<file path="src/design/ecx_pkg.sv">
/*
 * Package for the extended loopback, indicator and power control register pair.
 * Holds register slots, field positions, reset values, timer figures and the
 * control bundle that the register pair drives into the rest of the port.
 * Assumes a 16-bit management register space with 32 slots and a page select
 * register in the last slot.
 */
package ecx_pkg;

    // -------------------------------------------------------------------------
    // Register slots and page codes
    // -------------------------------------------------------------------------
    localparam logic [4:0] SLOT_LB_LED = 5'h13;   // Loopback and indicator control.
    localparam logic [4:0] SLOT_CTL3 = 5'h14;     // Power and downshift control.
    localparam logic [4:0] SLOT_PAGE = 5'h1f;     // Page select register.
    localparam logic [4:0] SLOT_EXT_LO = 5'h10;   // First paged slot.
    localparam logic [4:0] SLOT_EXT_HI = 5'h1e;   // Last paged slot.
    localparam logic [15:0] PAGE_EXT = 16'h0001;  // Extended page code.
    localparam logic [15:0] PAGE_RST = 16'h0000;  // Page after reset.

    // -------------------------------------------------------------------------
    // Loopback and indicator control fields
    // -------------------------------------------------------------------------
    localparam int LL_LED_HI = 15;     // Indicator three extended mode.
    localparam int LL_LED_LO = 12;     // Indicator zero extended mode.
    localparam int LL_BLINK = 11;      // Blink after reset release.
    localparam int LL_MLB_EN = 10;     // Media-side loopback enable.
    localparam int LL_MLB_HI = 9;      // Media-side loopback mode, high bit.
    localparam int LL_MLB_LO = 8;      // Media-side loopback mode, low bit.
    localparam int LL_CLB_EN = 7;      // MAC-side loopback enable.
    localparam int LL_CLB_HI = 6;      // MAC-side loopback mode, high bit.
    localparam int LL_CLB_LO = 5;      // MAC-side loopback mode, low bit.
    localparam int LL_FLF = 4;         // Fast link failure on pin nine.
    localparam int LL_XO_HI = 3;       // Crossover field, high bit.
    localparam int LL_XO_LO = 2;       // Crossover field, low bit.
    localparam int LL_SD_POL = 0;      // Signal detect polarity.

    // -------------------------------------------------------------------------
    // Power and downshift control fields
    // -------------------------------------------------------------------------
    localparam int C3_CEXT = 15;       // Carrier extension disable.
    localparam int C3_SLP_HI = 14;     // Sleep timer, high bit.
    localparam int C3_SLP_LO = 13;     // Sleep timer, low bit.
    localparam int C3_WAK_HI = 12;     // Wake timer, high bit.
    localparam int C3_WAK_LO = 11;     // Wake timer, low bit.
    localparam int C3_AREV = 9;        // Port address reversal.
    localparam int C3_CLK = 8;         // Clock output frequency select.
    localparam int C3_MED_HI = 7;      // Media status, high bit.
    localparam int C3_MED_LO = 6;      // Media status, low bit.
    localparam int C3_NOPRE = 5;       // No-preamble receive.
    localparam int C3_DS_EN = 4;       // Downshift enable.
    localparam int C3_DS_HI = 3;       // Downshift attempts, high bit.
    localparam int C3_DS_LO = 2;       // Downshift attempts, low bit.
    localparam int C3_DS_ST = 1;       // Downshift status.

    // -------------------------------------------------------------------------
    // Reset values of fields that do not come from the straps
    // -------------------------------------------------------------------------
    localparam logic [1:0] RST_LB_MODE = 2'h0;   // Pad loopback code.
    localparam logic [1:0] RST_XOVER = 2'h0;     // Automatic crossover.
    localparam logic [1:0] RST_SLEEP = 2'h1;     // Two seconds.
    localparam logic [1:0] RST_WAKE = 2'h3;      // Two seconds.
    localparam logic [1:0] RST_DS_CNT = 2'h1;    // Three attempts.

    // -------------------------------------------------------------------------
    // Encodings and timer figures
    // -------------------------------------------------------------------------
    localparam logic [1:0] XO_AUTO = 2'h0;       // Automatic MDI/MDI-X.
    localparam logic [1:0] XO_MDI = 2'h2;        // Forced MDI.
    localparam logic [1:0] XO_MDIX = 2'h3;       // Forced MDI-X.
    localparam logic [1:0] LB_NORMAL_RCLK = 2'h3; // Normal flow, recovered clock.
    localparam logic [11:0] SLEEP_STEP_MS = 12'h03e8; // Sleep step of one second.
    localparam logic [11:0] WAKE_0_MS = 12'h00a0; // 160 ms.
    localparam logic [11:0] WAKE_1_MS = 12'h0190; // 400 ms.
    localparam logic [11:0] WAKE_2_MS = 12'h0320; // 800 ms.
    localparam logic [11:0] WAKE_3_MS = 12'h07d0; // 2 seconds.
    localparam logic [2:0] DS_BASE = 3'h2;        // Attempts for the lowest code.

    // Strap levels sampled once after reset release.
    typedef struct packed {
        logic blink;       // Indicator blink after reset.
        logic sd_pol;      // Signal detect active low.
        logic addr_rev;    // Port address reversal.
        logic clk_sel;     // Clock output 156.25 MHz.
        logic ds_en;       // Downshift enabled.
    } ecx_strap_s;

    // Control bundle driven to the port datapaths.
    typedef struct packed {
        logic [3:0] led_ext;        // Extended mode per indicator, bit 3 is indicator three.
        logic led_reset_blink;      // Blink indicators after reset.
        logic media_lb_en;          // Media-side loopback active.
        logic [1:0] media_lb_mode;  // Media-side loopback mode.
        logic mac_lb_en;            // MAC-side loopback active.
        logic [1:0] mac_lb_mode;    // MAC-side loopback mode.
        logic media_rclk_tx;        // Media transmitter on recovered clock.
        logic mac_rclk_tx;          // MAC transmitter on recovered clock.
        logic far_end_lb;           // Far-end loopback after gating.
        logic isolate;              // Isolate after gating.
        logic auto_mdix;            // Automatic crossover.
        logic force_mdi;            // Forced MDI.
        logic force_mdix;           // Forced MDI-X.
        logic carrier_ext_dis;      // Carrier extension off, newer MAC level.
        logic [11:0] sleep_ms;      // Sleep delay in ms.
        logic [11:0] wake_ms;       // Wake delay in ms.
        logic addr_rev;             // Port address reversal.
        logic clk_out_fast;         // Clock output at 156.25 MHz.
        logic rx_no_preamble;       // Receive without preamble.
        logic downshift_en;         // Downshift enabled.
        logic [2:0] downshift_tries; // Failed attempts before downshift.
    } ecx_ctl_s;

endpackage : ecx_pkg

</file>
<file path="src/design/ecx_regs.sv">
/*
 * Register pair for loopback, indicator, crossover, signal detect, power timer,
 * clock output and downshift control, with the page select register in front.
 * Assumes a management master that issues one-cycle read and write strobes,
 * never both at once, and samples read data the cycle after a read strobe.
 * Strap levels and status inputs are synchronous to clk_sys.
 */
// The address-and-strobe port was left to the implementer.
`timescale 1ns/100ps

// Functional notes
// (RULE1) Paged slots reach extended set at page one.
// (RULE2) Bits 15:12 enable each indicator's extended mode.
// (RULE3) Bit 11 blink after reset, strap default.
// (RULE4) Bit 10 enables media loopback per bits 9:8.
// (RULE5) Any loopback ignores far-end loopback and isolate.
// (RULE6) Media mode: pad, serial, parallel, recovered clock.
// (RULE7) Bit 7 enables MAC loopback per bits 6:5.
// (RULE8) MAC mode uses same four encodings.
// (RULE9) Bit 4 routes fast link failure to pin nine.
// (RULE10) Crossover: auto, reserved, forced MDI, forced MDI-X.
// (RULE11) Bit 0 signal detect polarity, sticky, strapped.
// (RULE12) Bit 15 disables carrier extension, newer MAC level.
// (RULE13) Sleep delay one to four seconds, default two.
// (RULE14) Wake delay 160 ms to 2 s, default 2 s.
// (RULE15) Bit 8 clock output rate, first port only.
// (RULE16) Bits 7:6 report active media, read only.
// (RULE17) Bit 5 no-preamble receive for 10BASE-T.
// (RULE18) Bit 4 downshift enable, strapped default.
// (RULE19) Bits 3:2 select two to five attempts.
// (RULE20) Bit 1 reports downshift needed or done.
// (RULE21) Reserved bits read zero, ignore writes.
module ecx_regs (
    // Clock and reset.
    input wire logic clk_sys,
    input wire logic rstn,
    // Management register port.
    input wire logic [4:0] reg_addr,
    input wire logic [15:0] reg_wdata,
    input wire logic reg_wr,
    input wire logic reg_rd,
    output logic [15:0] reg_rdata,
    // Strap levels and port identity.
    input wire ecx_pkg::ecx_strap_s strap_configuration,
    input wire logic first_port,
    // Status from the port.
    input wire logic [1:0] media_status,
    input wire logic downshift_status,
    // Requests gated by loopback.
    input wire logic far_end_lb_req,
    input wire logic isolate_req,
    // Signal detect pin and normalised result.
    input wire logic media_signal_detect_pin,
    output logic signal_detect,
    // General pin nine.
    input wire logic fast_link_fail,
    input wire logic gio9_sw_out,
    input wire logic gio9_sw_oe,
    output logic general_io_pin_nine_out,
    output logic general_io_pin_nine_oe,
    // Control bundle.
    output ecx_pkg::ecx_ctl_s ctl
);

    // -------------------------------------------------------------------------
    // Types and helpers
    // -------------------------------------------------------------------------

    // Whole state of the block.
    typedef struct packed {
        logic loaded;              // Straps have been sampled.
        logic [15:0] page;         // Page select register.
        logic [15:0] lb_led;       // Loopback and indicator register image.
        logic [15:0] ctl3;         // Power and downshift register image.
        logic [15:0] rdata;        // Read data register.
        logic sd;                  // Normalised signal detect.
        logic p9_out;              // Pin nine level.
        logic p9_oe;               // Pin nine enable.
        ecx_pkg::ecx_ctl_s ctl;    // Registered control bundle.
    } ecx_state_s;

    // True when a slot is one of the paged slots mapped to the extended set.
    function automatic logic ext_hit(input logic [15:0] pg, input logic [4:0] a,
                                     input logic [4:0] slot);
        ext_hit = (pg == ecx_pkg::PAGE_EXT) && (a == slot); // RULE1
    endfunction : ext_hit

    // Sleep delay in ms for a code: one second at code zero, one more second per step.
    function automatic logic [11:0] sleep_ms(input logic [1:0] c);
        sleep_ms = 12'(({10'h000, c} + 12'h001) * ecx_pkg::SLEEP_STEP_MS);
    endfunction : sleep_ms

    // Wake delay in ms for a code.
    function automatic logic [11:0] wake_ms(input logic [1:0] c);
        case (c)
            2'h0: wake_ms = ecx_pkg::WAKE_0_MS;
            2'h1: wake_ms = ecx_pkg::WAKE_1_MS;
            2'h2: wake_ms = ecx_pkg::WAKE_2_MS;
            default: wake_ms = ecx_pkg::WAKE_3_MS;
        endcase
    endfunction : wake_ms

    // Writable bit masks; everything else reads as zero, apart from the live status fields.
    localparam logic [15:0] LL_WMASK = 16'hfffd; // RULE21
    localparam logic [15:0] C3_WMASK = 16'hfb3c; // RULE21

    // -------------------------------------------------------------------------
    // Reset release
    // -------------------------------------------------------------------------

    // Reset release through two flip-flops; the design uses the second.
    logic rst_meta;
    logic rst_q;

    always_ff @(posedge clk_sys or negedge rstn) begin
        if (!rstn) begin
            rst_meta <= 1'b0;
            rst_q <= 1'b0;
        end else begin
            rst_meta <= 1'b1;
            rst_q <= rst_meta;
        end
    end

    // -------------------------------------------------------------------------
    // Next-state logic
    // -------------------------------------------------------------------------

    ecx_state_s st;       // Registered state.
    ecx_state_s next_st;  // Next state.

    // Builds the whole next state from the bus strobes, the straps and the inputs.
    always_comb begin
        logic [15:0] ll;
        logic [15:0] c3;
        logic any_lb;
        next_st = st;
        ll = st.lb_led;
        c3 = st.ctl3;
        any_lb = st.lb_led[ecx_pkg::LL_MLB_EN] | st.lb_led[ecx_pkg::LL_CLB_EN];
        // Straps fill their fields once, in the first cycle after release.
        if (!st.loaded) begin
            next_st.loaded = 1'b1;
            ll[ecx_pkg::LL_BLINK] = strap_configuration.blink; // RULE3
            ll[ecx_pkg::LL_SD_POL] = strap_configuration.sd_pol; // RULE11
            c3[ecx_pkg::C3_AREV] = strap_configuration.addr_rev;
            c3[ecx_pkg::C3_CLK] = strap_configuration.clk_sel; // RULE15
            c3[ecx_pkg::C3_DS_EN] = strap_configuration.ds_en; // RULE18
        end else if (reg_wr) begin
            // Page register is plain; paged slots only land at the extended page.
            if (reg_addr == ecx_pkg::SLOT_PAGE) begin
                next_st.page = reg_wdata;
            end
            if (ext_hit(st.page, reg_addr, ecx_pkg::SLOT_LB_LED)) begin
                ll = reg_wdata & LL_WMASK; // RULE21
            end
            if (ext_hit(st.page, reg_addr, ecx_pkg::SLOT_CTL3)) begin
                c3 = reg_wdata & C3_WMASK; // RULE21
            end
        end
        next_st.lb_led = ll;
        next_st.ctl3 = c3;

        // Read data stands only in the cycle after a read strobe.
        next_st.rdata = 16'h0000;
        if (reg_rd) begin
            if (reg_addr == ecx_pkg::SLOT_PAGE) begin
                next_st.rdata = st.page;
            end else if (ext_hit(st.page, reg_addr, ecx_pkg::SLOT_LB_LED)) begin
                next_st.rdata = st.lb_led & LL_WMASK; // RULE21
            end else if (ext_hit(st.page, reg_addr, ecx_pkg::SLOT_CTL3)) begin
                // Status fields come live from the port.
                next_st.rdata = st.ctl3 & C3_WMASK;
                next_st.rdata[ecx_pkg::C3_MED_HI:ecx_pkg::C3_MED_LO] = media_status; // RULE16
                next_st.rdata[ecx_pkg::C3_DS_ST] = downshift_status; // RULE20
            end
        end

        // Control bundle, decoded from the committed register images.
        next_st.ctl.led_ext = st.lb_led[ecx_pkg::LL_LED_HI:ecx_pkg::LL_LED_LO]; // RULE2
        next_st.ctl.led_reset_blink = st.lb_led[ecx_pkg::LL_BLINK]; // RULE3
        next_st.ctl.media_lb_en = st.lb_led[ecx_pkg::LL_MLB_EN]; // RULE4
        next_st.ctl.media_lb_mode = st.lb_led[ecx_pkg::LL_MLB_HI:ecx_pkg::LL_MLB_LO]; // RULE6
        next_st.ctl.mac_lb_en = st.lb_led[ecx_pkg::LL_CLB_EN]; // RULE7
        next_st.ctl.mac_lb_mode = st.lb_led[ecx_pkg::LL_CLB_HI:ecx_pkg::LL_CLB_LO]; // RULE8
        // Code three keeps data flowing but clocks the transmitter from recovery.
        next_st.ctl.media_rclk_tx = st.lb_led[ecx_pkg::LL_MLB_EN] &&
            (st.lb_led[ecx_pkg::LL_MLB_HI:ecx_pkg::LL_MLB_LO] == ecx_pkg::LB_NORMAL_RCLK); // RULE6
        next_st.ctl.mac_rclk_tx = st.lb_led[ecx_pkg::LL_CLB_EN] &&
            (st.lb_led[ecx_pkg::LL_CLB_HI:ecx_pkg::LL_CLB_LO] == ecx_pkg::LB_NORMAL_RCLK); // RULE8
        next_st.ctl.far_end_lb = far_end_lb_req & ~any_lb; // RULE5
        next_st.ctl.isolate = isolate_req & ~any_lb; // RULE5
        // Reserved crossover code falls back to automatic operation.
        next_st.ctl.auto_mdix = (st.lb_led[ecx_pkg::LL_XO_HI:ecx_pkg::LL_XO_LO] !=
            ecx_pkg::XO_MDI) && (st.lb_led[ecx_pkg::LL_XO_HI:ecx_pkg::LL_XO_LO] !=
            ecx_pkg::XO_MDIX); // RULE10
        next_st.ctl.force_mdi = st.lb_led[ecx_pkg::LL_XO_HI:ecx_pkg::LL_XO_LO] ==
            ecx_pkg::XO_MDI; // RULE10
        next_st.ctl.force_mdix = st.lb_led[ecx_pkg::LL_XO_HI:ecx_pkg::LL_XO_LO] ==
            ecx_pkg::XO_MDIX; // RULE10
        next_st.ctl.carrier_ext_dis = st.ctl3[ecx_pkg::C3_CEXT]; // RULE12
        next_st.ctl.sleep_ms = sleep_ms(st.ctl3[ecx_pkg::C3_SLP_HI:ecx_pkg::C3_SLP_LO]); // RULE13
        next_st.ctl.wake_ms = wake_ms(st.ctl3[ecx_pkg::C3_WAK_HI:ecx_pkg::C3_WAK_LO]); // RULE14
        next_st.ctl.addr_rev = st.ctl3[ecx_pkg::C3_AREV];
        next_st.ctl.clk_out_fast = st.ctl3[ecx_pkg::C3_CLK] & first_port; // RULE15
        next_st.ctl.rx_no_preamble = st.ctl3[ecx_pkg::C3_NOPRE]; // RULE17
        next_st.ctl.downshift_en = st.ctl3[ecx_pkg::C3_DS_EN]; // RULE18
        next_st.ctl.downshift_tries = ecx_pkg::DS_BASE +
            {1'b0, st.ctl3[ecx_pkg::C3_DS_HI:ecx_pkg::C3_DS_LO]}; // RULE19

        // Signal detect normalised to active high.
        next_st.sd = media_signal_detect_pin ^ st.lb_led[ecx_pkg::LL_SD_POL]; // RULE11
        // Pin nine carries fast link failure or the software general I/O.
        next_st.p9_out = st.lb_led[ecx_pkg::LL_FLF] ? fast_link_fail : gio9_sw_out; // RULE9
        next_st.p9_oe = st.lb_led[ecx_pkg::LL_FLF] | gio9_sw_oe; // RULE9
    end

    // -------------------------------------------------------------------------
    // State register
    // -------------------------------------------------------------------------

    // Registers the whole state; reset holds the constant defaults.
    always_ff @(posedge clk_sys or negedge rst_q) begin
        if (!rst_q) begin
            st <= '0;
            st.page <= ecx_pkg::PAGE_RST;
            st.lb_led[ecx_pkg::LL_MLB_HI:ecx_pkg::LL_MLB_LO] <= ecx_pkg::RST_LB_MODE;
            st.lb_led[ecx_pkg::LL_CLB_HI:ecx_pkg::LL_CLB_LO] <= ecx_pkg::RST_LB_MODE;
            st.lb_led[ecx_pkg::LL_XO_HI:ecx_pkg::LL_XO_LO] <= ecx_pkg::RST_XOVER;
            st.ctl3[ecx_pkg::C3_SLP_HI:ecx_pkg::C3_SLP_LO] <= ecx_pkg::RST_SLEEP; // RULE13
            st.ctl3[ecx_pkg::C3_WAK_HI:ecx_pkg::C3_WAK_LO] <= ecx_pkg::RST_WAKE; // RULE14
            st.ctl3[ecx_pkg::C3_DS_HI:ecx_pkg::C3_DS_LO] <= ecx_pkg::RST_DS_CNT; // RULE19
        end else begin
            st <= next_st;
        end
    end

    // Outputs come straight from the state flops.
    assign reg_rdata = st.rdata;
    assign signal_detect = st.sd;
    assign general_io_pin_nine_out = st.p9_out;
    assign general_io_pin_nine_oe = st.p9_oe;
    assign ctl = st.ctl;

    // -------------------------------------------------------------------------
    // Assertions
    // -------------------------------------------------------------------------

    // Paged writes away from the extended page leave the loopback image alone.
    property p_page_gate;
        @(posedge clk_sys) disable iff (!rst_q)
        (st.loaded && reg_wr && reg_addr == ecx_pkg::SLOT_LB_LED &&
         st.page != ecx_pkg::PAGE_EXT) |=> $stable(st.lb_led);
    endproperty
    a_page_gate: assert property (p_page_gate) else $error("paged write leaked"); // RULE1

    // Indicator enables follow a write two cycles later.
    property p_led;
        @(posedge clk_sys) disable iff (!rst_q)
        (st.loaded && reg_wr && ext_hit(st.page, reg_addr, ecx_pkg::SLOT_LB_LED))
        |=> ##1 ctl.led_ext == $past(reg_wdata[15:12], 2);
    endproperty
    a_led: assert property (p_led) else $error("indicator mode mismatch"); // RULE2

    // While any loopback is on, far-end loopback and isolate stay low.
    property p_lb_gate;
        @(posedge clk_sys) disable iff (!rst_q)
        (st.lb_led[ecx_pkg::LL_MLB_EN] || st.lb_led[ecx_pkg::LL_CLB_EN])
        |=> !ctl.far_end_lb && !ctl.isolate;
    endproperty
    a_lb_gate: assert property (p_lb_gate) else $error("loopback gating failed"); // RULE5

    // Pin nine is driven with the failure flag when routed.
    property p_pin9;
        @(posedge clk_sys) disable iff (!rst_q)
        st.lb_led[ecx_pkg::LL_FLF] |=> general_io_pin_nine_oe &&
            general_io_pin_nine_out == $past(fast_link_fail);
    endproperty
    a_pin9: assert property (p_pin9) else $error("pin nine not routed"); // RULE9

    // Exactly one crossover output is active once the straps are loaded.
    property p_xover;
        @(posedge clk_sys) disable iff (!rst_q)
        $onehot({ctl.auto_mdix, ctl.force_mdi, ctl.force_mdix}) || !st.loaded;
    endproperty
    a_xover: assert property (p_xover) else $error("crossover not one-hot"); // RULE10

    // Clock output stays slow on any port but the first.
    property p_clk_port;
        @(posedge clk_sys) disable iff (!rst_q)
        !first_port |=> !ctl.clk_out_fast;
    endproperty
    a_clk_port: assert property (p_clk_port) else $error("clock select off port"); // RULE15

    // Read data reports live media and downshift status.
    property p_status;
        @(posedge clk_sys) disable iff (!rst_q)
        (reg_rd && ext_hit(st.page, reg_addr, ecx_pkg::SLOT_CTL3)) |=>
            reg_rdata[7:6] == $past(media_status) && reg_rdata[1] == $past(downshift_status);
    endproperty
    a_status: assert property (p_status) else $error("status read mismatch"); // RULE16

    // Reserved bits 10 and 0 of the power register never read as one.
    property p_resv;
        @(posedge clk_sys) disable iff (!rst_q)
        $past(reg_rd && ext_hit(st.page, reg_addr, ecx_pkg::SLOT_CTL3)) |->
            reg_rdata[ecx_pkg::C3_AREV + 1] == 1'b0 && reg_rdata[0] == 1'b0;
    endproperty
    a_resv: assert property (p_resv) else $error("reserved bit set"); // RULE21

    // Downshift attempt count stays within two to five.
    property p_ds;
        @(posedge clk_sys) disable iff (!rst_q)
        st.loaded |=> ctl.downshift_tries >= 3'h2 && ctl.downshift_tries <= 3'h5;
    endproperty
    a_ds: assert property (p_ds) else $error("downshift attempts out of range"); // RULE19

    // Committed writes to each paged register, for the checks below.
    logic wr_ll;
    logic wr_c3;
    assign wr_ll = st.loaded && reg_wr && ext_hit(st.page, reg_addr, ecx_pkg::SLOT_LB_LED);
    assign wr_c3 = st.loaded && reg_wr && ext_hit(st.page, reg_addr, ecx_pkg::SLOT_CTL3);

    // Media loopback enable follows a write two cycles later.
    property p_mlb;
        @(posedge clk_sys) disable iff (!rst_q)
        wr_ll |=> ##1 ctl.media_lb_en == $past(reg_wdata[10], 2);
    endproperty
    a_mlb: assert property (p_mlb) else $error("media loopback mismatch"); // RULE4

    // MAC loopback enable follows a write two cycles later.
    property p_clb;
        @(posedge clk_sys) disable iff (!rst_q)
        wr_ll |=> ##1 ctl.mac_lb_en == $past(reg_wdata[7], 2);
    endproperty
    a_clb: assert property (p_clb) else $error("MAC loopback mismatch"); // RULE7

    // Signal detect follows the pin under the polarity just written.
    property p_sdpol;
        @(posedge clk_sys) disable iff (!rst_q)
        wr_ll |=> ##1 signal_detect == ($past(media_signal_detect_pin) ^ $past(reg_wdata[0], 2));
    endproperty
    a_sdpol: assert property (p_sdpol) else $error("signal detect polarity mismatch"); // RULE11

    // Carrier extension disable follows a write two cycles later.
    property p_cext;
        @(posedge clk_sys) disable iff (!rst_q)
        wr_c3 |=> ##1 ctl.carrier_ext_dis == $past(reg_wdata[15], 2);
    endproperty
    a_cext: assert property (p_cext) else $error("carrier extension mismatch"); // RULE12

    // Downshift enable follows a write two cycles later.
    property p_dsen;
        @(posedge clk_sys) disable iff (!rst_q)
        wr_c3 |=> ##1 ctl.downshift_en == $past(reg_wdata[4], 2);
    endproperty
    a_dsen: assert property (p_dsen) else $error("downshift enable mismatch"); // RULE18

endmodule : ecx_regs

</file>
<file path="config.mk">
export PLATFORM = sky130hd
export DESIGN_NAME = ecx_regs
export DESIGN_NICKNAME = d
export VERILOG_FILES = /design/src/design/ecx_pkg.sv /design/src/design/ecx_regs.sv
export SDC_FILE = /design/constraint.sdc
export NUM_CORES = 1
export LEC_CHECK = 0
export BUFFER_PORTS_ARGS = -buffer_cell sky130_fd_sc_hd__buf_4
export CAP_MARGIN = 20
export CORE_MARGIN = 2
export CORE_UTILIZATION = 35
export DETAILED_ROUTE_END_ITERATION = 10
export PLACE_DENSITY = 0.65
export RECOVER_POWER = 25
export SLEW_MARGIN = 20
export SYNTH_ARGS = -nofsm -noshare
export SYNTH_HDL_FRONTEND = slang
export SYNTH_SLANG_ARGS = --single-unit
</file>
<file path="constraint.sdc">
create_clock -name clk_sys -period 4.27 [get_ports clk_sys]
set_input_delay 0.2135 -clock clk_sys [delete_from_list [all_inputs] [get_ports clk_sys]]
set_output_delay 0.2135 -clock clk_sys [all_outputs]
set_load 0.05 [all_outputs]
</file>
==> Word-level counts from Yosys, hierarchy flattened <==
Index checks and enable logic that the tools add are counted.
{ "word_totals": {"register_bits": 111, "in_bits": 40, "out_inout_bits": 69, "wordCells": 83} }
{ "classes": {"addsub": 2, "mul": 1, "eq_ne": 15, "mux": 14, "bitwise_logic": 7, "n_reduce_logical": 11} }
{ "op_table": {"columns": ["op", "n"], "rows": [
  ["$mux W16", 4],
  ["$pmux W11 S3", 1],
  ["$mux W12", 2],
  ["$mux W10", 2],
  ["$eq A16 B1 Y1 const B", 1],
  ["$eq A5 B5 Y1 const B", 3],
  ["$eq A2 B2 Y1 const B", 5],
  ["$mul A3 B7 Y9 const B", 1],
  ["$reduce_and A3 Y1", 3],
  ["$ne A2 B2 Y1 const B", 3],
  ["$logic_and A1 B1 Y1", 5],
  ["$mux W1", 4],
  ["$ne A2 B1 Y1 const B", 2],
  ["$reduce_and A2 Y1", 2],
  ["$add A2 B1 Y3 const B", 1],
  ["$add A2 B2 Y3 const A", 1],
  ["$and A1 B1 Y1", 3],
  ["$eq A2 B1 Y1 const B", 1],
  ["$logic_not A2 Y1", 1],
  ["$mux W2", 1],
  ["$or A1 B1 Y1", 2],
  ["$not A1 Y1", 1],
  ["$xor A1 B1 Y1", 1]
]} }

==> Depth between registers and ports, before layout <==
Gate-level depths: netlist of run 1.
{ "depth": {"ltp_word": 6, "mapped_depth": 8} }

==> Least setup slack after synthesis of run 1 <==
Ideal clock, no wire load.
{ "synth_timing": {"kind": "flip-flop to flip-flop", "startpoint": "reg st[82] (netlist bit)", "endpoint": "reg st (netlist bit ctl[29])", "setup_time_ps": 123, "arrival_time_ps": 1964, "t_required_ps": 4147, "slack_ps": 2184, "stages_incl_launch_ff": 9, "path_buffers": 0, "synth_period_minus_slack_ps": 2086, "cell_sequence": "dfstp_2 > inv_1 > ha_1 > xnor2_1 > ha_1 > inv_1 > fa_1 > xnor2_1 > xnor2_1"} }
{ "synth_rtl": {"columns": ["element", "line_no", "text"], "rows": [
  ["start: declaration", "ecx_regs.sv:129", "ecx_state_s st;"],
  ["start signal: assignment", "ecx_regs.sv:234", "st <= next_st;"]
]} }

==> results by group, run 1 <==
Run status
  • Status: complete, but fails checks
  • Violated checks: capacitance limit, slew limit

CTS
  • Longest Clk Path Bufs: 2
  • H-tree depth: 3
  • CTS tree: yes
  • Cts repair resizes: 0
  • Worst-Skew Late Latency: between 0.3 and 0.4 ns
  • Sink Count: ~110
  • Root Driver: clkbuf_16
  • Cts bufs inserted: 9
  • Worst-path clk slew: ~0.07 ns

Global route
  • Total congestion overflow: 0
  • Pin count of the biggest net entering global routing: 68
  • Global-route wire length before repair: between 15 and 20 mm
  • GRT Util Overall: 0.1438
  • Vias in the first global route: between 2000 and 3000
  • Initial antenna violation count: 0

Die
  • Row count: roughly 40
  • Core Region: 0.01267 mm2
  • Starting Density: 0.3609
  • Vert. Die Dim: around 120 um
  • Ports: between 100 and 150
  • Die Wd: approximately 120 um
  • Full die area: roughly 0.014 mm2

Worst setup path
  • Slowest-stage cell, CP: dfrtp_1
  • Worst R2R Start: rst_q
  • Register-to-Register Path Depth: 1
  • CP required: between 4 and 5 ns
  • WP data arrival: 3.16 ns
  • Crit-path leading delay family: flip-flops
  • Reg2reg end: ctl[33]
  • Max incr delay on CP: between 2 and 2.5 ns
  • Startpoint Class: flop
  • CP endpoint kind: asynchronous set/reset pin
  • Critical-path cell list: buf_4
  • CP max FO: 67
  • Crit path kind: flop to asynchronous set/reset pin
  • Worst Path Buf+Inv: 1
  • R2R setup slack: between 1.5 and 2 ns

Finish
  • # diodes: 0
  • Final Non-Filler Cells: ~590
  • Commonest non-fill, non-tap cell in the layout: dfrtp_1
  • Area Overhead vs Synth: 16.36%
  • Share of cells above drive strength 1: 0.3019
  • Nets: 458
  • Most frequent cells in the layout: dfrtp_1 (101), buf_4 (79), clkbuf_1 (24)
  • # fillers: ~1200

Detailed routing
  • Drt pass-1 iters: 4
  • Met3 wire length: slightly above 600 um
  • Met1 WL: between 4 and 5 mm
  • Routed vias/inst: ~4.7
  • Routed len/inst: between 15 and 20 um
  • Via Count: around 2800
  • Residual DRC count: 0
  • Metal2 WL: approximately 4.5 mm
  • Top sig layer: met4
  • Final WL: approximately 9.6 mm
  • Drt initial violations: 162
  • Routed Antenna Nets: 0

Timing
  • Fmax: 0.3723 GHz
  • RSZ-0062 raised after global routing: false
  • Tmin final: 2.686 ns
  • Clk_skew: between 0.01 and 0.015 ns
  • Final period utilization: 0.6291
  • Final setup viols: 0
  • Max-slew violations: 68
  • Worst hold margin: approximately 0.027 ns
  • Setup TNS: 0 ns
  • Least-Margin Pin Slew: ~2.6 ns
  • Final worst setup slack: ~1.6 ns
  • Rel. slew slack: -0.7390
  • Fin. Hold Viols: 0

Synth
  • Mapped Cells: 370
  • Syn. warnings: 0
  • #FFs+latches synth: 105
  • Cell area after synthesis: between 0.004 and 0.005 mm2
  • Number of distinct library cells after synthesis: 35
  • Syn_area_per_cell: between 10 and 15 um2
  • Number of enable flip-flop cells after synthesis: 0
  • Fraction of registers with async set/reset: 1.000
  • Post-synth top flop: dfrtp_1
  • Sequential-to-total area share from yosys stat: 0.5756

Place
  • Routability Congestion: 0.8538
  • Detail Placement HPWL: between 6 and 7 mm
  • Placed Cells: between 500 and 600
  • Setup WS pre-CTS: between 1.5 and 2 ns
  • IO buf count: 100

Worst hold path
  • Hold path startpoint: media_signal_detect_pin
  • Hold Path Class: input port to flop
  • Hold depth: 2
  • Worst hold endpoint: signal_detect

Power and ir drop
  • Leakage: between 2 and 2.5 nW
  • Power density cells: roughly 430 mW/mm2
  • Worst vdd ir: 0.0001955 V

Flow run
  • Maxcap violations: 1
-- timing repair --
item                                   in CTS  in global routing
endpoints found under the hold margin       2                  0
hold buffers                                1                  0
buffers inserted                            0                  0
-- cells in the mapped netlist, drive strengths merged, types with 6 or more instances --
master / instances / area (um2)
dfrtp: 101 / 2527
buf: 72 / 528.0
mux2: 38 / 458.0
nand3: 20 / 105.1
a31oi: 18 / 112.6
o21ai: 18 / 90.09
a21oi: 13 / 65.06
clkbuf: 12 / 45.04
inv: 10 / 37.54
nand4: 9 / 62.56
ha: 7 / 87.58
nor2: 7 / 26.28
nand2: 6 / 22.52
-- final cells by class --
cell class | instances | area (um2) | share of cell area
clock buffer | 10 | 239.0 | 0.04491
clock inverter | 6 | 136.4 | 0.02563
inverter | 10 | 37.54 | 0.007054
multi-input combinational | 179 | 1368 | 0.2570
sequential | 105 | 2633 | 0.4947
tap | 172 | 215.2 | 0.04044
timing repair buffer | 104 | 693.2 | 0.1303
-- logic make-up (layout without fill, tap and decap cells) --
logic type      Yosys count  in the layout  synth area share
flops                   105            105            0.5756
simple gates             66             66           0.09001
fa+ha+maj                 9              9           0.02791
compound gates           52             52           0.06348
buf+inv                  94            130            0.1335
mux                      38             38            0.1001
other cells               2             10          0.001642
xor+xnor                  4              4          0.007662
-- stage by stage --
stage	instance area, um2	utilization	total power [mW]
detailed placement	5022	0.3964	1.285
global placement	5022	0.3964	1.280
finish	5321	0.4200	2.281
floorplan	4603	-	1.222
global route	5321	0.4200	2.367
CTS	5408	0.4268	2.308
-- per-layer routing --
layer,GRT usage,vias to the layer above
met4,0.05120,0
li1,-,1268
met5,0,-
met2,0.2175,86
met3,0.04199,17
met1,0.1965,1391
-- flip-flops by register name, summed over array words and instances, names as in the netlist --
name and cells:
ctl 41, general_io_pin_nine_oe 1, general_io_pin_nine_out 1, next_st 15
reg_rdata 16, rst_meta 1, rst_q 1, signal_detect 1
st 28
-- how the worst max path moves through the flow --
stage               cells past startpoint  slack [ns]           to    start
global placement                        4        1.86       st[88]  st[104]
detailed placement                      4        1.73  next_st[40]  st[113]
global route                            1        0.96      ctl[33]    rst_q
floorplan                               0        1.14       ctl[0]    rst_q
CTS                                     4        1.72  next_st[40]  st[113]
finish                                  1        1.58      ctl[33]    rst_q
-- where the power goes --
group	internal, mW	leakage (nW)	switching, mW
Sequential	1.03	1.35	0.0430
Clock	0.650	0.179	0.371
Combinational	0.0685	0.969	0.116
Power figures use the tool's default switching activity.
==> inputs of run 2 (changes only) <==
==> constraint.sdc (replaced) <==
create_clock -name clk_sys -period 2.6 [get_ports clk_sys]
set_input_delay 0.13 -clock clk_sys [delete_from_list [all_inputs] [get_ports clk_sys]]
set_output_delay 0.13 -clock clk_sys [all_outputs]
set_load 0.05 [all_outputs]
==> run 2 against run 1 <==
  * The flow now finishes without violations
  * Maximum frequency is 19% higher
  * Clock-buffer cell count is 1 higher
  * Combinational power up 77%
  * Global-route usage down 0.34 points
  * Die area unchanged
==> results by group, run 2 (synthesis results as in run 1) <==
Run status
  • Status: complete, no violations (was complete, but fails checks)

Finish
  • Max FFs per register: 41 (unchanged)
  • Final instance area: 0.005429 mm2 (was 0.005321 mm2)
  • Nets: 466 (was 458)
  • Share of cells above drive strength 1: 0.3578 (was 0.3019)
  • # diodes: 0 (unchanged)
  • Most frequent cells in the layout: buf_4 (104), dfrtp_1 (101), mux2_1 (20) (was dfrtp_1 (101), buf_4 (79), clkbuf_1 (24))
  • Commonest non-fill, non-tap cell in the layout: buf_4 (was dfrtp_1)
  • Most flop-heavy register: ctl (unchanged)
  • Area Overhead vs Synth: 18.71% (was 16.36%)

Power and ir drop
  • Power Internal: 2.764 mW (was 1.751 mW)
  • Clock power share: 0.422 (was 0.448)
  • Power density cells: 662.7 mW/mm2 (was 428.6 mW/mm2)
  • Sw Pwr: 0.8341 mW (was 0.5297 mW)
  • Seq pwr share: 0.487 (was 0.471)
  • Switch share: 0.2318 (was 0.2323)
  • Worst vdd ir: 0.0003057 V (was 0.0001955 V)
  • Leakage: 2.596 nW (was 2.496 nW)
  • Logic pwr share: 0.091 (was 0.081)
  • Pwr Total: 3.598 mW (was 2.281 mW)

Timing
  • Fin. Hold Viols: 0 (unchanged)
  • Rel. slew slack: 0.2964 (was -0.7390)
  • Clk_skew: 0.01078 ns (was 0.01036 ns)
  • Max-slew violations: 0 (was 68)
  • Final period utilization: 0.8671 (was 0.6291)
  • Final setup viols: 0 (unchanged)
  • Setup TNS: 0 ns (unchanged)
  • Tmin final: 2.254 ns (was 2.686 ns)
  • RSZ-0062 raised after global routing: false (unchanged)
  • Fmax: 0.4436 GHz (was 0.3723 GHz)
  • Least-Margin Pin Slew: 1.055 ns (was 2.608 ns)

Worst setup path
  • CP endpoint kind: flop (was asynchronous set/reset pin)
  • WP data arrival: 2.51 ns (was 3.16 ns)
  • Startpoint Class: flop (unchanged)
  • R2R setup slack: 0.35 ns (was 1.58 ns)
  • Crit path kind: flop to flop (was flop to asynchronous set/reset pin)
  • CP required: 2.86 ns (was 4.74 ns)
  • CP max FO: 8 (was 67)

CTS
  • H-tree depth: 3 (unchanged)
  • CTS tree: yes (unchanged)
  • Longest Clk Path Bufs: 2 (unchanged)
  • Worst-Skew Late Latency: 0.34 ns (was 0.36 ns)
  • Cts repair resizes: 0 (unchanged)
  • Worst-path clk slew: 0.07 ns (about the same)
  • Sink Count: 105 (unchanged)
  • Cts bufs inserted: 9 (unchanged)
  • Root Driver: clkbuf_16 (unchanged)

Detailed routing
  • Routed len/inst: 15.99 um (was 16.41 um)
  • Drt pass-1 iters: 4 (unchanged)
  • Routed vias/inst: 4.576 (was 4.713)
  • Routed Antenna Nets: 0 (unchanged)
  • Via Count: 2718 (was 2762)
  • Final WL: 9.499 mm (was 9.615 mm)
  • Drt initial violations: 228 (was 162)
  • Residual DRC count: 0 (unchanged)

Place
  • IO buf count: 100 (unchanged)
  • Routability Congestion: 0.8153 (was 0.8538)
  • Cell Area, Placed: 0.005072 mm2 (was 0.005022 mm2)
  • Detail Placement HPWL: 6.782 mm (was 6.803 mm)

Global route
  • Initial antenna violation count: 0 (unchanged)
  • Pin count of the biggest net entering global routing: 55 (was 68)
  • Global-route wire length before repair: 15.19 mm (was 15.53 mm)
  • Vias in the first global route: 2825 (was 2832)
  • Total congestion overflow: 0 (unchanged)
  • GRT Util Overall: 0.1404 (was 0.1438)

Worst hold path
  • Hold Path Class: input port to flop (unchanged)

Die
  • Full die area: 0.01400 mm2 (unchanged)
  • Vert. Die Dim: 118.3 um (unchanged)
  • Core Region: 0.01267 mm2 (unchanged)
  • Ports: 109 (unchanged)
  • Row count: 41 (unchanged)
  • Starting Density: 0.3609 (unchanged)
  • Die Wd: 118.3 um (unchanged)

Flow run
  • Maxcap violations: 0 (was 1)
==> run 2: cell types whose count changed in the layout (fill, tap and decap cells not counted), sizes merged <==
cell	change
buf	+25
dlygate4sd3	+3
clkbuf	-19
clkinv	+1
bufinv	-1
clkinvlp	-1
==> run 2: per-stage QoR <==
step / instances / util / setup slack, ns / hold WS, ns
final: 594 / 0.4285 / 0.3456 / 0.01151
after CTS: 594 / 0.4300 / 0.3272 / 0.001301
after global placement: 574 / 0.4003 / 0.4603 / -0.08389
after detailed placement: 574 / 0.4003 / 0.3507 / -0.08426
after floorplan: 378 / - / 0.5139 / -0.1656
after global routing: 594 / 0.4285 / 0.1929 / 0.0001543
==> run 2: repair_timing <==
| item | CTS | global route |
|---|---|---|
| buffers inserted | 0 | 0 |
| hold buffers | 4 | 0 |
| endpoints found under the hold margin | 5 | 0 |
==> run 2: per-layer routing <==
metal	part of all wire	track usage
met1	0.43	0.1749
met2	0.51	0.2305
met3	0.058	0.04585
met4	0.0098	0.04518
met5	0	0
==> run 2: area by class of cell <==
| cell class | count | area, um2 |
|---|---|---|
| Sequential cell | 105 | 2633 |
| Timing Repair Buffer | 112 | 847.1 |
| Tap cell | 172 | 215.2 |
| Inverter | 10 | 37.54 |
| Clock inverter | 5 | 103.9 |
| Fill cell | 1183 | 7242 |
| Multi-Input combinational cell | 179 | 1360 |
| Clock buffer | 11 | 232.7 |
==> run 2: path summary, 6_finish.rpt <==
path                                startpoint                       to  cells after the start
worst max-delay path                    st[82]                  ctl[29]                      8
worst min-delay path            fast_link_fail  general_io_pin_nine_out                      2
worst max register to register          st[82]                  ctl[29]                      8
worst min register to register        rst_meta                    rst_q                      0
max in group asynchronous                rst_q                  ctl[33]                      1
min in group asynchronous                 rstn                 rst_meta                      2
==> run 2: power by group through the flow <==
stage	clock network [mW]	logic [mW]	registers, mW
after floorplan	0	0.212	1.80
after global placement	0	0.322	1.78
after detailed placement	0	0.328	1.79
after CTS	1.55	0.333	1.76
after global routing	1.62	0.354	1.76
final	1.52	0.326	1.75
==> run 2: critical path, stage by stage (launching register included) <==
cell and delay, ns:
dfstp_2 0.61, inv_1 0.12, ha_1 0.34, xnor2_1 0.16, ha_1 0.16, inv_1 0.08, fa_1 0.38, xnor2_1 0.18
xnor2_1 0.14
==> inputs of run 3 (changes only) <==
--- a/config.mk
+++ b/config.mk
@@ -10,8 +10,7 @@
 export CORE_MARGIN = 2
 export CORE_UTILIZATION = 35
 export DETAILED_ROUTE_END_ITERATION = 10
-export PLACE_DENSITY = 0.65
-export RECOVER_POWER = 25
+export RECOVER_POWER = 100
 export SLEW_MARGIN = 20
 export SYNTH_ARGS = -nofsm -noshare
 export SYNTH_HDL_FRONTEND = slang
==> run 3 against run 2 <==
  * The run now ends with capacitance limit, slew limit left
  * Sequential power about the same
  * Setup slack got worse by 0.035 ns
  * Via count up 1.4%
  * Critical path type unchanged
==> results by group, run 3 (synthesis results as in run 1) <==
Global route
  • Vias in the first global route: 2896 (was 2825)
  • Pin count of the biggest net entering global routing: 66 (was 55)
  • Total congestion overflow: 0 (unchanged)
  • GRT Util Overall: 0.1453 (was 0.1404)
  • Global-route wire length before repair: 15.64 mm (was 15.19 mm)
  • Initial antenna violation count: 0 (unchanged)

Worst hold path
  • Hold Path Class: input port to flop (unchanged)

Worst setup path
  • Crit path kind: flop to flop (unchanged)
  • Crit-path leading delay family: simple AND/OR/NAND/NOR gates (was adder cells)
  • Worst Path Buf+Inv: 1 (was 2)
  • Slowest-stage cell, CP: nor4_1 (was dfstp_2)
  • CP required: 2.83 ns (was 2.86 ns)
  • CP endpoint kind: flop (unchanged)
  • Startpoint Class: flop (unchanged)
  • CP max FO: 5 (was 8)
  • R2R setup slack: 0.31 ns (was 0.35 ns)
  • WP data arrival: 2.52 ns (was 2.51 ns)
  • Critical-path cell list: nor4_1, nand4_2, nor3_4, clkbuf_2, mux2_1 (was inv_1, ha_1, xnor2_1, ha_1, inv_1, fa_1, xnor2_1, xnor2_1)
  • Max incr delay on CP: 0.59 ns (was 0.61 ns)

Finish
  • Most frequent cells in the layout: dfrtp_1 (101), clkbuf_1 (64), buf_4 (41) (was buf_4 (104), dfrtp_1 (101), mux2_1 (20))
  • Commonest non-fill, non-tap cell in the layout: dfrtp_1 (was buf_4)
  • Most flop-heavy register: ctl (unchanged)
  • Area Overhead vs Synth: 12.45% (was 18.71%)
  • Max FFs per register: 41 (unchanged)
  • Share of cells above drive strength 1: 0.1958 (was 0.3578)
  • Fin util: 0.4058 (was 0.4285)
  • Nets: 468 (was 466)
  • Final instance area: 0.005142 mm2 (was 0.005429 mm2)
  • # diodes: 0 (unchanged)

Die
  • Core Region: 0.01267 mm2 (unchanged)
  • Die Wd: 118.3 um (unchanged)
  • Full die area: 0.01400 mm2 (unchanged)
  • Starting Density: 0.3609 (unchanged)
  • Vert. Die Dim: 118.3 um (unchanged)
  • Ports: 109 (unchanged)
  • Row count: 41 (unchanged)

Timing
  • RSZ-0062 raised after global routing: false (unchanged)
  • Clk_skew: 0.01331 ns (was 0.01078 ns)
  • Tmin final: 2.289 ns (was 2.254 ns)
  • Final period utilization: 0.8804 (was 0.8671)
  • Setup TNS: 0 ns (unchanged)
  • Max-slew violations: 40 (was 0)
  • Fin. Hold Viols: 0 (unchanged)
  • Fmax: 0.4369 GHz (was 0.4436 GHz)
  • Least-Margin Pin Slew: 1.600 ns (was 1.055 ns)
  • Final setup viols: 0 (unchanged)
  • Rel. slew slack: -0.06656 (was 0.2964)

Place
  • Detail Placement HPWL: 6.949 mm (was 6.782 mm)
  • Cell Area, Placed: 0.005080 mm2 (was 0.005072 mm2)
  • IO buf count: 100 (unchanged)
  • Routability Congestion: 0.7730 (was 0.8153)

CTS
  • Worst-path clk slew: 0.07 ns (about the same)
  • Longest Clk Path Bufs: 2 (unchanged)
  • Sink Count: 105 (unchanged)
  • Post-CTS Setup Bufs: 0 (unchanged)
  • Cts bufs inserted: 9 (unchanged)
  • Worst-Skew Late Latency: 0.35 ns (was 0.34 ns)
  • Root Driver: clkbuf_16 (unchanged)
  • H-tree depth: 3 (unchanged)
  • CTS tree: yes (unchanged)

Detailed routing
  • Residual DRC count: 0 (unchanged)
  • Via Count: 2757 (was 2718)
  • Routed vias/inst: 4.626 (was 4.576)
  • Drt initial violations: 172 (was 228)
  • Routed len/inst: 16.38 um (was 15.99 um)
  • Routed Antenna Nets: 0 (unchanged)
  • Final WL: 9.760 mm (was 9.499 mm)
  • Drt pass-1 iters: 4 (unchanged)

Run status
  • Status: complete, but fails checks (was complete, no violations)
  • Violated checks: capacitance limit, slew limit

Power and ir drop
  • Pwr Total: 3.445 mW (was 3.598 mW)
  • Power density cells: 669.9 mW/mm2 (was 662.7 mW/mm2)
  • Leakage: 2.342 nW (was 2.596 nW)
  • Worst vdd ir: 0.0002838 V (was 0.0003057 V)

Flow run
  • Maxcap violations: 1 (was 0)
==> run 3: repair_timing <==
| action | in CTS | in global routing |
|---|---|---|
| endpoints found under the hold margin | 6 | 0 |
| hold buffers | 5 | 0 |
| gates resized for setup | 0 | 0 |
==> run 3: worst paths after layout <==
kind | from | end | cells after the start
min in group asynchronous | rstn | rst_q | 2
max reg2reg | st[113] | st[72] | 5
min | gio9_sw_out | general_io_pin_nine_out | 2
min reg2reg | rst_meta | rst_q | 0
max in group asynchronous | rst_q | st[72] | 1
max | st[113] | st[72] | 5
==> run 3: routing by layer <==
metal / up-vias / GRT usage / share of wire
met5: - / 0 / 0
met1: 1391 / 0.1842 / 0.44
met2: 77 / 0.2352 / 0.49
met3: 6 / 0.05116 / 0.064
li1: 1283 / - / -
met4: 0 / 0.04066 / 0.0081
==> run 3: through the flow <==
stage | hold slack [ns] | worst slack, ns | std cells
after floorplan | -0.1656 | 0.5139 | 378
after global placement | -0.08676 | 0.4515 | 575
after detailed placement | -0.08651 | 0.3461 | 575
after CTS | 0.005499 | 0.3295 | 596
after global routing | 0.008545 | 0.1108 | 596
final | 0.01573 | 0.3110 | 596
==> run 3: power by group <==
group | internal, mW | switching (mW) | total [mW] | leakage, nW
clock network | 0.779 | 0.606 | 1.38 | 0.147
registers | 1.70 | 0.0580 | 1.75 | 1.35
logic | 0.105 | 0.201 | 0.307 | 0.848
==> run 3: area by class of cell <==
type	count	area (um2)
fill	1279	7528
clock inverter	5	60.06
sequential	105	2633
inverter	10	37.54
timing repair buffer	114	628.1
multi-input combinational	179	1326
tap	172	215.2
clock buffer	11	242.7
